[src/status_pkg.sv]
/*
 * Shared constants, command codes and carrier types of the status
 * reporting hierarchy.
 * Assumes one system clock and a remote command port in front of it.
 */
package status_pkg;
	localparam int PART_W   = 15;
	localparam int REG_W    = 16;
	localparam int STB_W    = 8;
	localparam int ESR_W    = 8;
	localparam int QUES_POWER_BIT = 9;
	localparam int STB_ERRQ = 2;
	localparam int STB_QUES = 3;
	localparam int STB_MAV  = 4;
	localparam int STB_ESB  = 5;
	localparam int STB_MSS  = 6;
	localparam int STB_OPER = 7;
	localparam int ERRQ_DEPTH = 4;
	localparam int ERRQ_AW    = 2;
	localparam logic [ERRQ_AW:0]   ERRQ_FULL  = 3'h4;
	localparam logic [PART_W-1:0]  RISE_RST   = 15'h7FFF;
	localparam logic [PART_W-1:0]  FALL_RST   = 15'h0000;
	localparam logic [PART_W-1:0]  MASK_RST   = 15'h0000;
	localparam logic [ESR_W-1:0]   ESE_RST    = 8'h00;
	localparam logic [STB_W-1:0]   SRE_RST    = 8'h00;
	localparam logic [STB_W-1:0]   SRE_IGNORE = 8'h40;

	typedef enum logic [2:0] {
		TGT_OPER  = 3'h0,
		TGT_QUES  = 3'h1,
		TGT_ESR   = 3'h2,
		TGT_STB   = 3'h3,
		TGT_SRE   = 3'h4,
		TGT_ERRQ  = 3'h5,
		TGT_CLEAR = 3'h6
	} target_type;

	typedef enum logic [2:0] {
		PART_COND  = 3'h0,
		PART_RISE  = 3'h1,
		PART_FALL  = 3'h2,
		PART_EVENT = 3'h3,
		PART_MASK  = 3'h4
	} part_type;

	typedef struct packed {
		logic             valid;
		logic             write;
		target_type       target;
		part_type         part;
		logic [REG_W-1:0] wdata;
	} cmd_type;

	typedef struct packed {
		logic             valid;
		logic [REG_W-1:0] data;
	} rsp_type;

	typedef struct packed {
		logic              push;
		logic [PART_W-1:0] code;
	} err_type;
endpackage : status_pkg

[src/status_register.sv]
/*
 * One five-part status register: condition, rise filter, fall filter,
 * clear-on-read event latch and summary mask, with its sum bit.
 * Assumes sel and cmd come from the top decode; read data is combinational.
 */
`timescale 1ns/1ps
`default_nettype none
module status_register (
	input  wire logic                           ref_clk,
	input  wire logic                           rstn,
	input  wire logic                           clear,
	input  wire logic                           sel,
	input  wire status_pkg::cmd_type            cmd,
	input  wire logic [status_pkg::PART_W-1:0]  cond_in,
	output logic      [status_pkg::REG_W-1:0]   rd_data,
	output logic                                sum_bit
);
	logic [status_pkg::PART_W-1:0] hist_ff;
	logic [status_pkg::PART_W-1:0] rise_ff;
	logic [status_pkg::PART_W-1:0] fall_ff;
	logic [status_pkg::PART_W-1:0] event_ff;
	logic [status_pkg::PART_W-1:0] mask_ff;
	logic [status_pkg::PART_W-1:0] nxt_event;
	logic [status_pkg::PART_W-1:0] rise_hit;
	logic [status_pkg::PART_W-1:0] fall_hit;
	logic                          wr;
	logic                          ev_rd;

	assign wr    = sel & cmd.valid & cmd.write;
	assign ev_rd = sel & cmd.valid & ~cmd.write & (cmd.part == status_pkg::PART_EVENT);

	genvar i;
	for (i = 0; i < status_pkg::PART_W; i++) begin : g_bit
		assign rise_hit[i]  = ~hist_ff[i] & cond_in[i] & rise_ff[i];
		assign fall_hit[i]  = hist_ff[i] & ~cond_in[i] & fall_ff[i];
		// A filtered edge wins over the read clear
		assign nxt_event[i] = (event_ff[i] & ~ev_rd) | rise_hit[i] | fall_hit[i];
	end

	always_ff @(posedge ref_clk or negedge rstn) begin
		if (!rstn) begin
			hist_ff  <= '0;
			event_ff <= '0;
		end else if (clear) begin
			hist_ff  <= '0;
			event_ff <= '0;
		end else begin
			hist_ff  <= cond_in;
			event_ff <= nxt_event;
		end
	end

	always_ff @(posedge ref_clk or negedge rstn) begin
		if (!rstn) begin
			rise_ff <= status_pkg::RISE_RST;
			fall_ff <= status_pkg::FALL_RST;
			mask_ff <= status_pkg::MASK_RST;
		end else if (wr) begin
			// Condition and event writes fall through untouched
			unique case (cmd.part)
				status_pkg::PART_RISE: rise_ff <= cmd.wdata[status_pkg::PART_W-1:0];
				status_pkg::PART_FALL: fall_ff <= cmd.wdata[status_pkg::PART_W-1:0];
				status_pkg::PART_MASK: mask_ff <= cmd.wdata[status_pkg::PART_W-1:0];
				default: ;
			endcase
		end
	end

	always_comb begin
		unique case (cmd.part)
			status_pkg::PART_COND:  rd_data = {1'b0, cond_in};
			status_pkg::PART_RISE:  rd_data = {1'b0, rise_ff};
			status_pkg::PART_FALL:  rd_data = {1'b0, fall_ff};
			status_pkg::PART_EVENT: rd_data = {1'b0, event_ff};
			status_pkg::PART_MASK:  rd_data = {1'b0, mask_ff};
			default:                rd_data = '0;
		endcase
	end

	assign sum_bit = |(event_ff & mask_ff);
endmodule : status_register
`default_nettype wire

[src/status_reporting_hierarchy.sv]
/*
 * Status reporting hierarchy: operation and questionable registers,
 * standard event register, error queue, status byte, service request.
 * Assumes one remote command per cycle at most; answers one cycle later.
 */
`timescale 1ns/1ps
`default_nettype none
module status_reporting_hierarchy (
	input  wire logic                           ref_clk,
	input  wire logic                           rstn,
	input  wire status_pkg::cmd_type            cmd,
	input  wire logic [status_pkg::PART_W-1:0]  oper_src,
	input  wire logic [status_pkg::PART_W-1:0]  ques_src,
	input  wire logic                           power_status,
	input  wire logic [status_pkg::ESR_W-1:0]   std_events,
	input  wire logic                           out_buf_not_empty,
	input  wire status_pkg::err_type            err,
	output status_pkg::rsp_type                 rsp_ff,
	output logic      [status_pkg::STB_W-1:0]   stb_ff,
	output logic                                srq_ff
);
	logic [status_pkg::PART_W-1:0]  ques_cond;
	logic [status_pkg::REG_W-1:0]   oper_rd;
	logic [status_pkg::REG_W-1:0]   ques_rd;
	logic [status_pkg::REG_W-1:0]   esr_rd;
	logic                           oper_sum;
	logic                           ques_sum;
	logic                           esr_sum;
	logic                           clear_cmd;
	logic                           rd_cmd;
	logic [status_pkg::STB_W-1:0]   sre_ff;
	logic [status_pkg::STB_W-1:0]   sre_eff;
	logic [status_pkg::STB_W-1:0]   stb_low;
	logic [status_pkg::STB_W-1:0]   nxt_stb;
	logic                           mss;
	logic [status_pkg::PART_W-1:0]  errq_mem_ff [status_pkg::ERRQ_DEPTH];
	logic [status_pkg::ERRQ_AW-1:0] wr_ptr_ff;
	logic [status_pkg::ERRQ_AW-1:0] rd_ptr_ff;
	logic [status_pkg::ERRQ_AW:0]   errq_cnt_ff;
	logic                           errq_push;
	logic                           errq_pop;
	logic [status_pkg::REG_W-1:0]   nxt_rsp_data;

	assign clear_cmd = cmd.valid & cmd.write & (cmd.target == status_pkg::TGT_CLEAR);
	assign rd_cmd    = cmd.valid & ~cmd.write;

	// Power status owns bit nine of the questionable condition
	always_comb begin
		ques_cond = ques_src;
		ques_cond[status_pkg::QUES_POWER_BIT] = power_status;
	end

	status_register u_oper (
		.ref_clk (ref_clk),
		.rstn    (rstn),
		.clear   (clear_cmd),
		.sel     (cmd.target == status_pkg::TGT_OPER),
		.cmd     (cmd),
		.cond_in (oper_src),
		.rd_data (oper_rd),
		.sum_bit (oper_sum)
	);

	status_register u_ques (
		.ref_clk (ref_clk),
		.rstn    (rstn),
		.clear   (clear_cmd),
		.sel     (cmd.target == status_pkg::TGT_QUES),
		.cmd     (cmd),
		.cond_in (ques_cond),
		.rd_data (ques_rd),
		.sum_bit (ques_sum)
	);

	std_event_latch u_esr (
		.ref_clk (ref_clk),
		.rstn    (rstn),
		.clear   (clear_cmd),
		.sel     (cmd.target == status_pkg::TGT_ESR),
		.cmd     (cmd),
		.set_in  (std_events),
		.rd_data (esr_rd),
		.sum_bit (esr_sum)
	);

	// Error queue; a full queue drops the newest entry, keeping the oldest
	assign errq_push = err.push & (errq_cnt_ff != status_pkg::ERRQ_FULL);
	assign errq_pop  = rd_cmd & (cmd.target == status_pkg::TGT_ERRQ) & (errq_cnt_ff != '0);

	always_ff @(posedge ref_clk) begin
		if (errq_push) begin
			errq_mem_ff[wr_ptr_ff] <= err.code;
		end
	end

	always_ff @(posedge ref_clk or negedge rstn) begin
		if (!rstn) begin
			wr_ptr_ff   <= '0;
			rd_ptr_ff   <= '0;
			errq_cnt_ff <= '0;
		end else if (clear_cmd) begin
			wr_ptr_ff   <= '0;
			rd_ptr_ff   <= '0;
			errq_cnt_ff <= '0;
		end else begin
			if (errq_push) begin
				wr_ptr_ff <= wr_ptr_ff + 2'h1;
			end
			if (errq_pop) begin
				rd_ptr_ff <= rd_ptr_ff + 2'h1;
			end
			unique case ({errq_push, errq_pop})
				2'b10:   errq_cnt_ff <= errq_cnt_ff + 3'h1;
				2'b01:   errq_cnt_ff <= errq_cnt_ff - 3'h1;
				default: errq_cnt_ff <= errq_cnt_ff;
			endcase
		end
	end

	always_ff @(posedge ref_clk or negedge rstn) begin
		if (!rstn) begin
			sre_ff <= status_pkg::SRE_RST;
		end else if (cmd.valid && cmd.write && cmd.target == status_pkg::TGT_SRE) begin
			sre_ff <= cmd.wdata[status_pkg::STB_W-1:0];
		end
	end

	assign sre_eff = sre_ff & ~status_pkg::SRE_IGNORE;

	// Status byte is the condition part of the top level
	always_comb begin
		stb_low = '0;
		stb_low[status_pkg::STB_ERRQ] = (errq_cnt_ff != '0);
		stb_low[status_pkg::STB_QUES] = ques_sum;
		stb_low[status_pkg::STB_MAV]  = out_buf_not_empty;
		stb_low[status_pkg::STB_ESB]  = esr_sum;
		stb_low[status_pkg::STB_OPER] = oper_sum;
	end

	assign mss = |(stb_low & sre_eff);

	always_comb begin
		nxt_stb = stb_low;
		nxt_stb[status_pkg::STB_MSS] = mss;
	end

	always_ff @(posedge ref_clk or negedge rstn) begin
		if (!rstn) begin
			stb_ff <= '0;
			srq_ff <= 1'b0;
		end else begin
			stb_ff <= nxt_stb;
			srq_ff <= |(nxt_stb & ~stb_ff & sre_eff);
		end
	end

	always_comb begin
		unique case (cmd.target)
			status_pkg::TGT_OPER: nxt_rsp_data = oper_rd;
			status_pkg::TGT_QUES: nxt_rsp_data = ques_rd;
			status_pkg::TGT_ESR:  nxt_rsp_data = esr_rd;
			status_pkg::TGT_STB:  nxt_rsp_data = {8'h00, stb_ff};
			status_pkg::TGT_SRE:  nxt_rsp_data = {8'h00, sre_ff};
			status_pkg::TGT_ERRQ: begin
				nxt_rsp_data = (errq_cnt_ff != '0) ? {1'b0, errq_mem_ff[rd_ptr_ff]} : '0;
			end
			default:              nxt_rsp_data = '0;
		endcase
	end

	// Every read answers exactly one cycle later
	always_ff @(posedge ref_clk or negedge rstn) begin
		if (!rstn) begin
			rsp_ff <= '0;
		end else begin
			rsp_ff.valid <= rd_cmd;
			rsp_ff.data  <= rd_cmd ? nxt_rsp_data : '0;
		end
	end
endmodule : status_reporting_hierarchy
`default_nettype wire

[src/std_event_latch.sv]
/*
 * Standard event status register with its enable mask and sum bit.
 * Assumes set_in carries one-cycle event pulses from the device core.
 */
`timescale 1ns/1ps
`default_nettype none
module std_event_latch (
	input  wire logic                          ref_clk,
	input  wire logic                          rstn,
	input  wire logic                          clear,
	input  wire logic                          sel,
	input  wire status_pkg::cmd_type           cmd,
	input  wire logic [status_pkg::ESR_W-1:0]  set_in,
	output logic      [status_pkg::REG_W-1:0]  rd_data,
	output logic                               sum_bit
);
	logic [status_pkg::ESR_W-1:0] esr_ff;
	logic [status_pkg::ESR_W-1:0] ese_ff;
	logic                         ev_rd;

	assign ev_rd = sel & cmd.valid & ~cmd.write & (cmd.part == status_pkg::PART_EVENT);

	always_ff @(posedge ref_clk or negedge rstn) begin
		if (!rstn) begin
			esr_ff <= '0;
		end else if (clear) begin
			esr_ff <= '0;
		end else begin
			esr_ff <= (esr_ff & ~{status_pkg::ESR_W{ev_rd}}) | set_in;
		end
	end

	always_ff @(posedge ref_clk or negedge rstn) begin
		if (!rstn) begin
			ese_ff <= status_pkg::ESE_RST;
		end else if (sel && cmd.valid && cmd.write && cmd.part == status_pkg::PART_MASK) begin
			ese_ff <= cmd.wdata[status_pkg::ESR_W-1:0];
		end
	end

	assign rd_data = (cmd.part == status_pkg::PART_MASK) ? {8'h00, ese_ff} : {8'h00, esr_ff};
	assign sum_bit = |(esr_ff & ese_ff);
endmodule : std_event_latch
`default_nettype wire

[config.mk]
export PLATFORM = sky130hd
export DESIGN_NAME = status_reporting_hierarchy
export DESIGN_NICKNAME = d
export VERILOG_FILES = /design/src/status_pkg.sv /design/src/status_register.sv /design/src/status_reporting_hierarchy.sv /design/src/std_event_latch.sv
export SDC_FILE = /design/constraint.sdc
export NUM_CORES = 1
export LEC_CHECK = 0
export BUFFER_PORTS_ARGS = -buffer_cell sky130_fd_sc_hd__buf_4
export CAP_MARGIN = 20
export CORE_MARGIN = 2
export CORE_UTILIZATION = 60
export CTS_CLUSTER_DIAMETER = 50
export DETAILED_ROUTE_END_ITERATION = 7
export PLACE_DENSITY = 0.8
export SYNTH_ARGS = -nofsm -noshare
export SYNTH_HDL_FRONTEND = slang
export SYNTH_SLANG_ARGS = --single-unit
[constraint.sdc]
create_clock -name ref_clk -period 2.95 [get_ports ref_clk]
set_input_delay 0.295 -clock ref_clk [delete_from_list [all_inputs] [get_ports ref_clk]]
set_output_delay 0.295 -clock ref_clk [all_outputs]
set_load 0.02 [all_outputs]
==> results.md <==
* # setup viols final at 0
* Worst-Skew Late Latency at 550 ps
* CP arrival at ~2500 ps
* Tmin final at 2150 ps
* Status: complete, no violations
* Max-Cap Viols at 0
* Xor and xnor area share after synthesis at less than 1%
* Most common cell after layout, fill and taps aside: dfrtp_1
* Post-synth top flop: dfrtp_1
* Finished Layout Cells at 1,386
* FFs w/ async S/R, synth at 77.3%
* Number of flops mapped to enable cells by yosys at 60
* CP required at 3330 ps
* Top-area cell type share of the netlist area at between 30% and 40%
* Startpoint types: flip-flop
* Crit path from: errq_cnt_ff[0]
* Period Utilization, post-route at 72.8%
* VDD IR max at 0.721 mV
* Die X at 147 um
* Vias in the first global route at 8,898
* Routed Wire Length at approximately 32,000 um
* RSZ-0062 raised after global routing: false
* # DRC at 0
* Total Neg Setup Slack at 0 ps
* Mux share of post-synthesis cell area at 17.5%
* Pwr per Cell Area at 729 mW/mm2
* Crit-path max FO at 14
* HPWL after DPL at 21,100 um
* Post-Syn Area at 0.0122 mm2
* Worst Path Buf+Inv at 0
* Worst-Margin Slew at 911 ps
* TritonRoute pass-1 iters at 6
* Final ANT Viol Nets at 0
* Port Buffers at roughly 100
* Number of buffers created by CTS at 30
* Post-synthesis register bit count at ~260
* P&R area growth vs syn at 21.2%
* Max Freq at between 400 and 500 MHz
* 1st-iter DRT viols at just over 700
* Clk buf depth at 3
* Chip height at between 100 and 150 um
* Vias per cell at 6.24
* Synth top area cells: dfrtp_1 36%, edfxtp_1 15%, mux2_2 8.7%
* H-tree Lvls at 1
* CP max-delay cell: or3_1
* R2R setup slack at between 800 and 900 ps
* Compound-Gate Fraction of Synth Area at 11.1%
* Relative slew slack at 39.1%
* Final Skew at 9.69 ps
* Final Hold Viols at 0
* Commonest non-fill, non-tap cells in the layout: 174 x dfrtp_1, 123 x buf_4, 94 x mux2_2, 60 x edfxtp_1, 56 x o21ai_0
* Post-synth top area cell: dfrtp_1
* Final Net Count at 1,178
* Design area at 0.0148 mm2
* Synth warn at 0
* FP Rows at 52
* Crit path cell chain: or3_1 -> and3_1 -> a22oi_1 -> nand4_1
* Mapped Avg Cell Area at 12.9 um2
* Placeable Area at 0.0201 mm2
* Crit end category: flip-flop
* First-pass GRT wire length at 50,400 um
* Count of different cell masters after synthesis at 61
* GRT Resource Usage Total at 30.4%
* Area of the multi-input gates at 0.00495 mm2
* CTS clk-pin slew, worst paths at 60 ps
* Gate Count Post-Synth at 943
* Pleak at 6.19 nW
* Routed len/inst at 23.3 um
* Layout cells sized above 1 at 31.9%
* Final count of pins violating max slew at 0
* Main combinational cell family by area after synthesis: multiplexers
* Synth Area in Adders at 0.574%
* Root Buffer: clkbuf_16
* Placed instance count at 1,286
* Number of antenna violations at the first check in global routing at 1
* CTS Sinks at around 260
* Initial Utilization at 60.7%
* Final core utilization at approximately three quarters
* Crit path max-delay family: simple AND/OR/NAND/NOR gates
* Die Area at roughly 0.021 mm2
* Setup CP Type: flip-flop to flip-flop
* Simple-Gate Fraction of Synth Area at 10.9%
* Largest net degree at the start of global routing at between 70 and 80
* FILL cells at 1,283
* Reg area at 0.00694 mm2
* HP Start: oper_src[10]
* Worst hold path type: primary input to flip-flop
* Remaining global-route overflow at 0
* Total power at 10.8 mW
* R2R Path Start: errq_cnt_ff[0]
* TritonCTS clock tree: yes
* Placed inst area at 0.0133 mm2
* Routability cong. at roughly 0.83
* I/O pin cnt at 108
* Via count at 8,654
* Seq/Total Area, Yosys at 56.9%
* Slowest stage delay, CP at 540 ps
worst paths after layout:
| check | to | depth (start not counted) |
|---|---|---|
| max in group asynchronous | u_ques.rise_ff[13] | 3 |
| max | rsp_ff[7] | 4 |
| min reg2reg | sre_ff[0] | 1 |
| min | u_oper.hist_ff[10] | 2 |
| min in group asynchronous | u_oper.event_ff[9] | 2 |
| max reg2reg | rsp_ff[7] | 4 |
layer usage:
metal	global-route usage (%)	share of wire, %	vias to the layer above
met3	6.25	7.9	60
met5	0	0	-
li1	-	-	3800
met2	49.6	49	368
met4	11.8	3.6	0
met1	40.4	40	4426
power by group:
part / switching, mW / leakage, nW / internal [mW]
combinational: 0.967 / 2.61 / 0.907
sequential: 0.468 / 3.05 / 4.38
clock: 1.49 / 0.528 / 2.57
total: 2.92 / 6.19 / 7.86
metrics by stage:
stage / setup WS, ps / hold slack (ps)
2_1_floorplan: 1030 / -0.591
3_3_place_gp: 785 / 352
3_5_place_dp: 736 / 346
4_1_cts: 817 / 0.455
5_1_grt: 713 / 2.91
6_report: 803 / 2.30
synthesized netlist by cell type, types with 22 or more instances:
cell	number
buf_2	22
a22oi_1	26
o21ai_0	56
clkbuf_1	23
mux2_2	94
edfxtp_1	60
a21oi_1	45
nor2_1	47
nand2_1	54
o2bb2ai_1	28
dfrtp_1	174
nand3b_1	38
dfstp_2	30
and2_1	36
mux2i_1	44
final cells by class:
type | instances | share of cell area [%]
Multi-Input combinational cell | 617 | 33.5
Clock inverter | 14 | 1.56
Tap cell | 270 | 2.28
Timing Repair Buffer | 170 | 9.65
Inverter | 8 | 0.203
Sequential cell | 264 | 47.0
Antenna cell | 1 | 0.0169
Clock buffer | 42 | 5.86
sequential cells by signal, indices dropped and copies added (netlist names):
| signal | flops |
|---|---|
| u_oper.hist_ff | 15 |
| srq_ff | 1 |
| u_ques.mask_ff | 15 |
| u_esr.ese_ff | 8 |
| u_ques.hist_ff | 15 |
| errq_cnt_ff | 3 |
| wr_ptr_ff | 2 |
| stb_ff | 6 |
| sre_ff | 8 |
| u_oper.rise_ff | 15 |
| u_oper.fall_ff | 15 |
| u_oper.mask_ff | 15 |
| rsp_ff | 16 |
| u_ques.rise_ff | 15 |
| u_ques.fall_ff | 15 |
| rd_ptr_ff | 2 |
| errq_mem_ff | 60 |
| u_esr.esr_ff | 8 |
| u_ques.event_ff | 15 |
| u_oper.event_ff | 15 |
kinds of logic after synthesis:
| group | Yosys count |
|---|---|
| buffers and inverters | 64 |
| muxes | 173 |
| AOI/OAI and AO/OA | 203 |
| and+or+nand+nor | 230 |
| DFF | 264 |
| xor gates and xnor gates | 3 |
| other | 1 |
| adders and majority gates | 5 |
timing repair:
action | 4_1_cts | 5_1_grt
resized for setup | 0 | 0
hold buffers | 42 | 1
buffers inserted | 0 | 0
endpoints found under the hold margin | 141 | 1
Note: power is estimated with default switching activity, not from simulation.
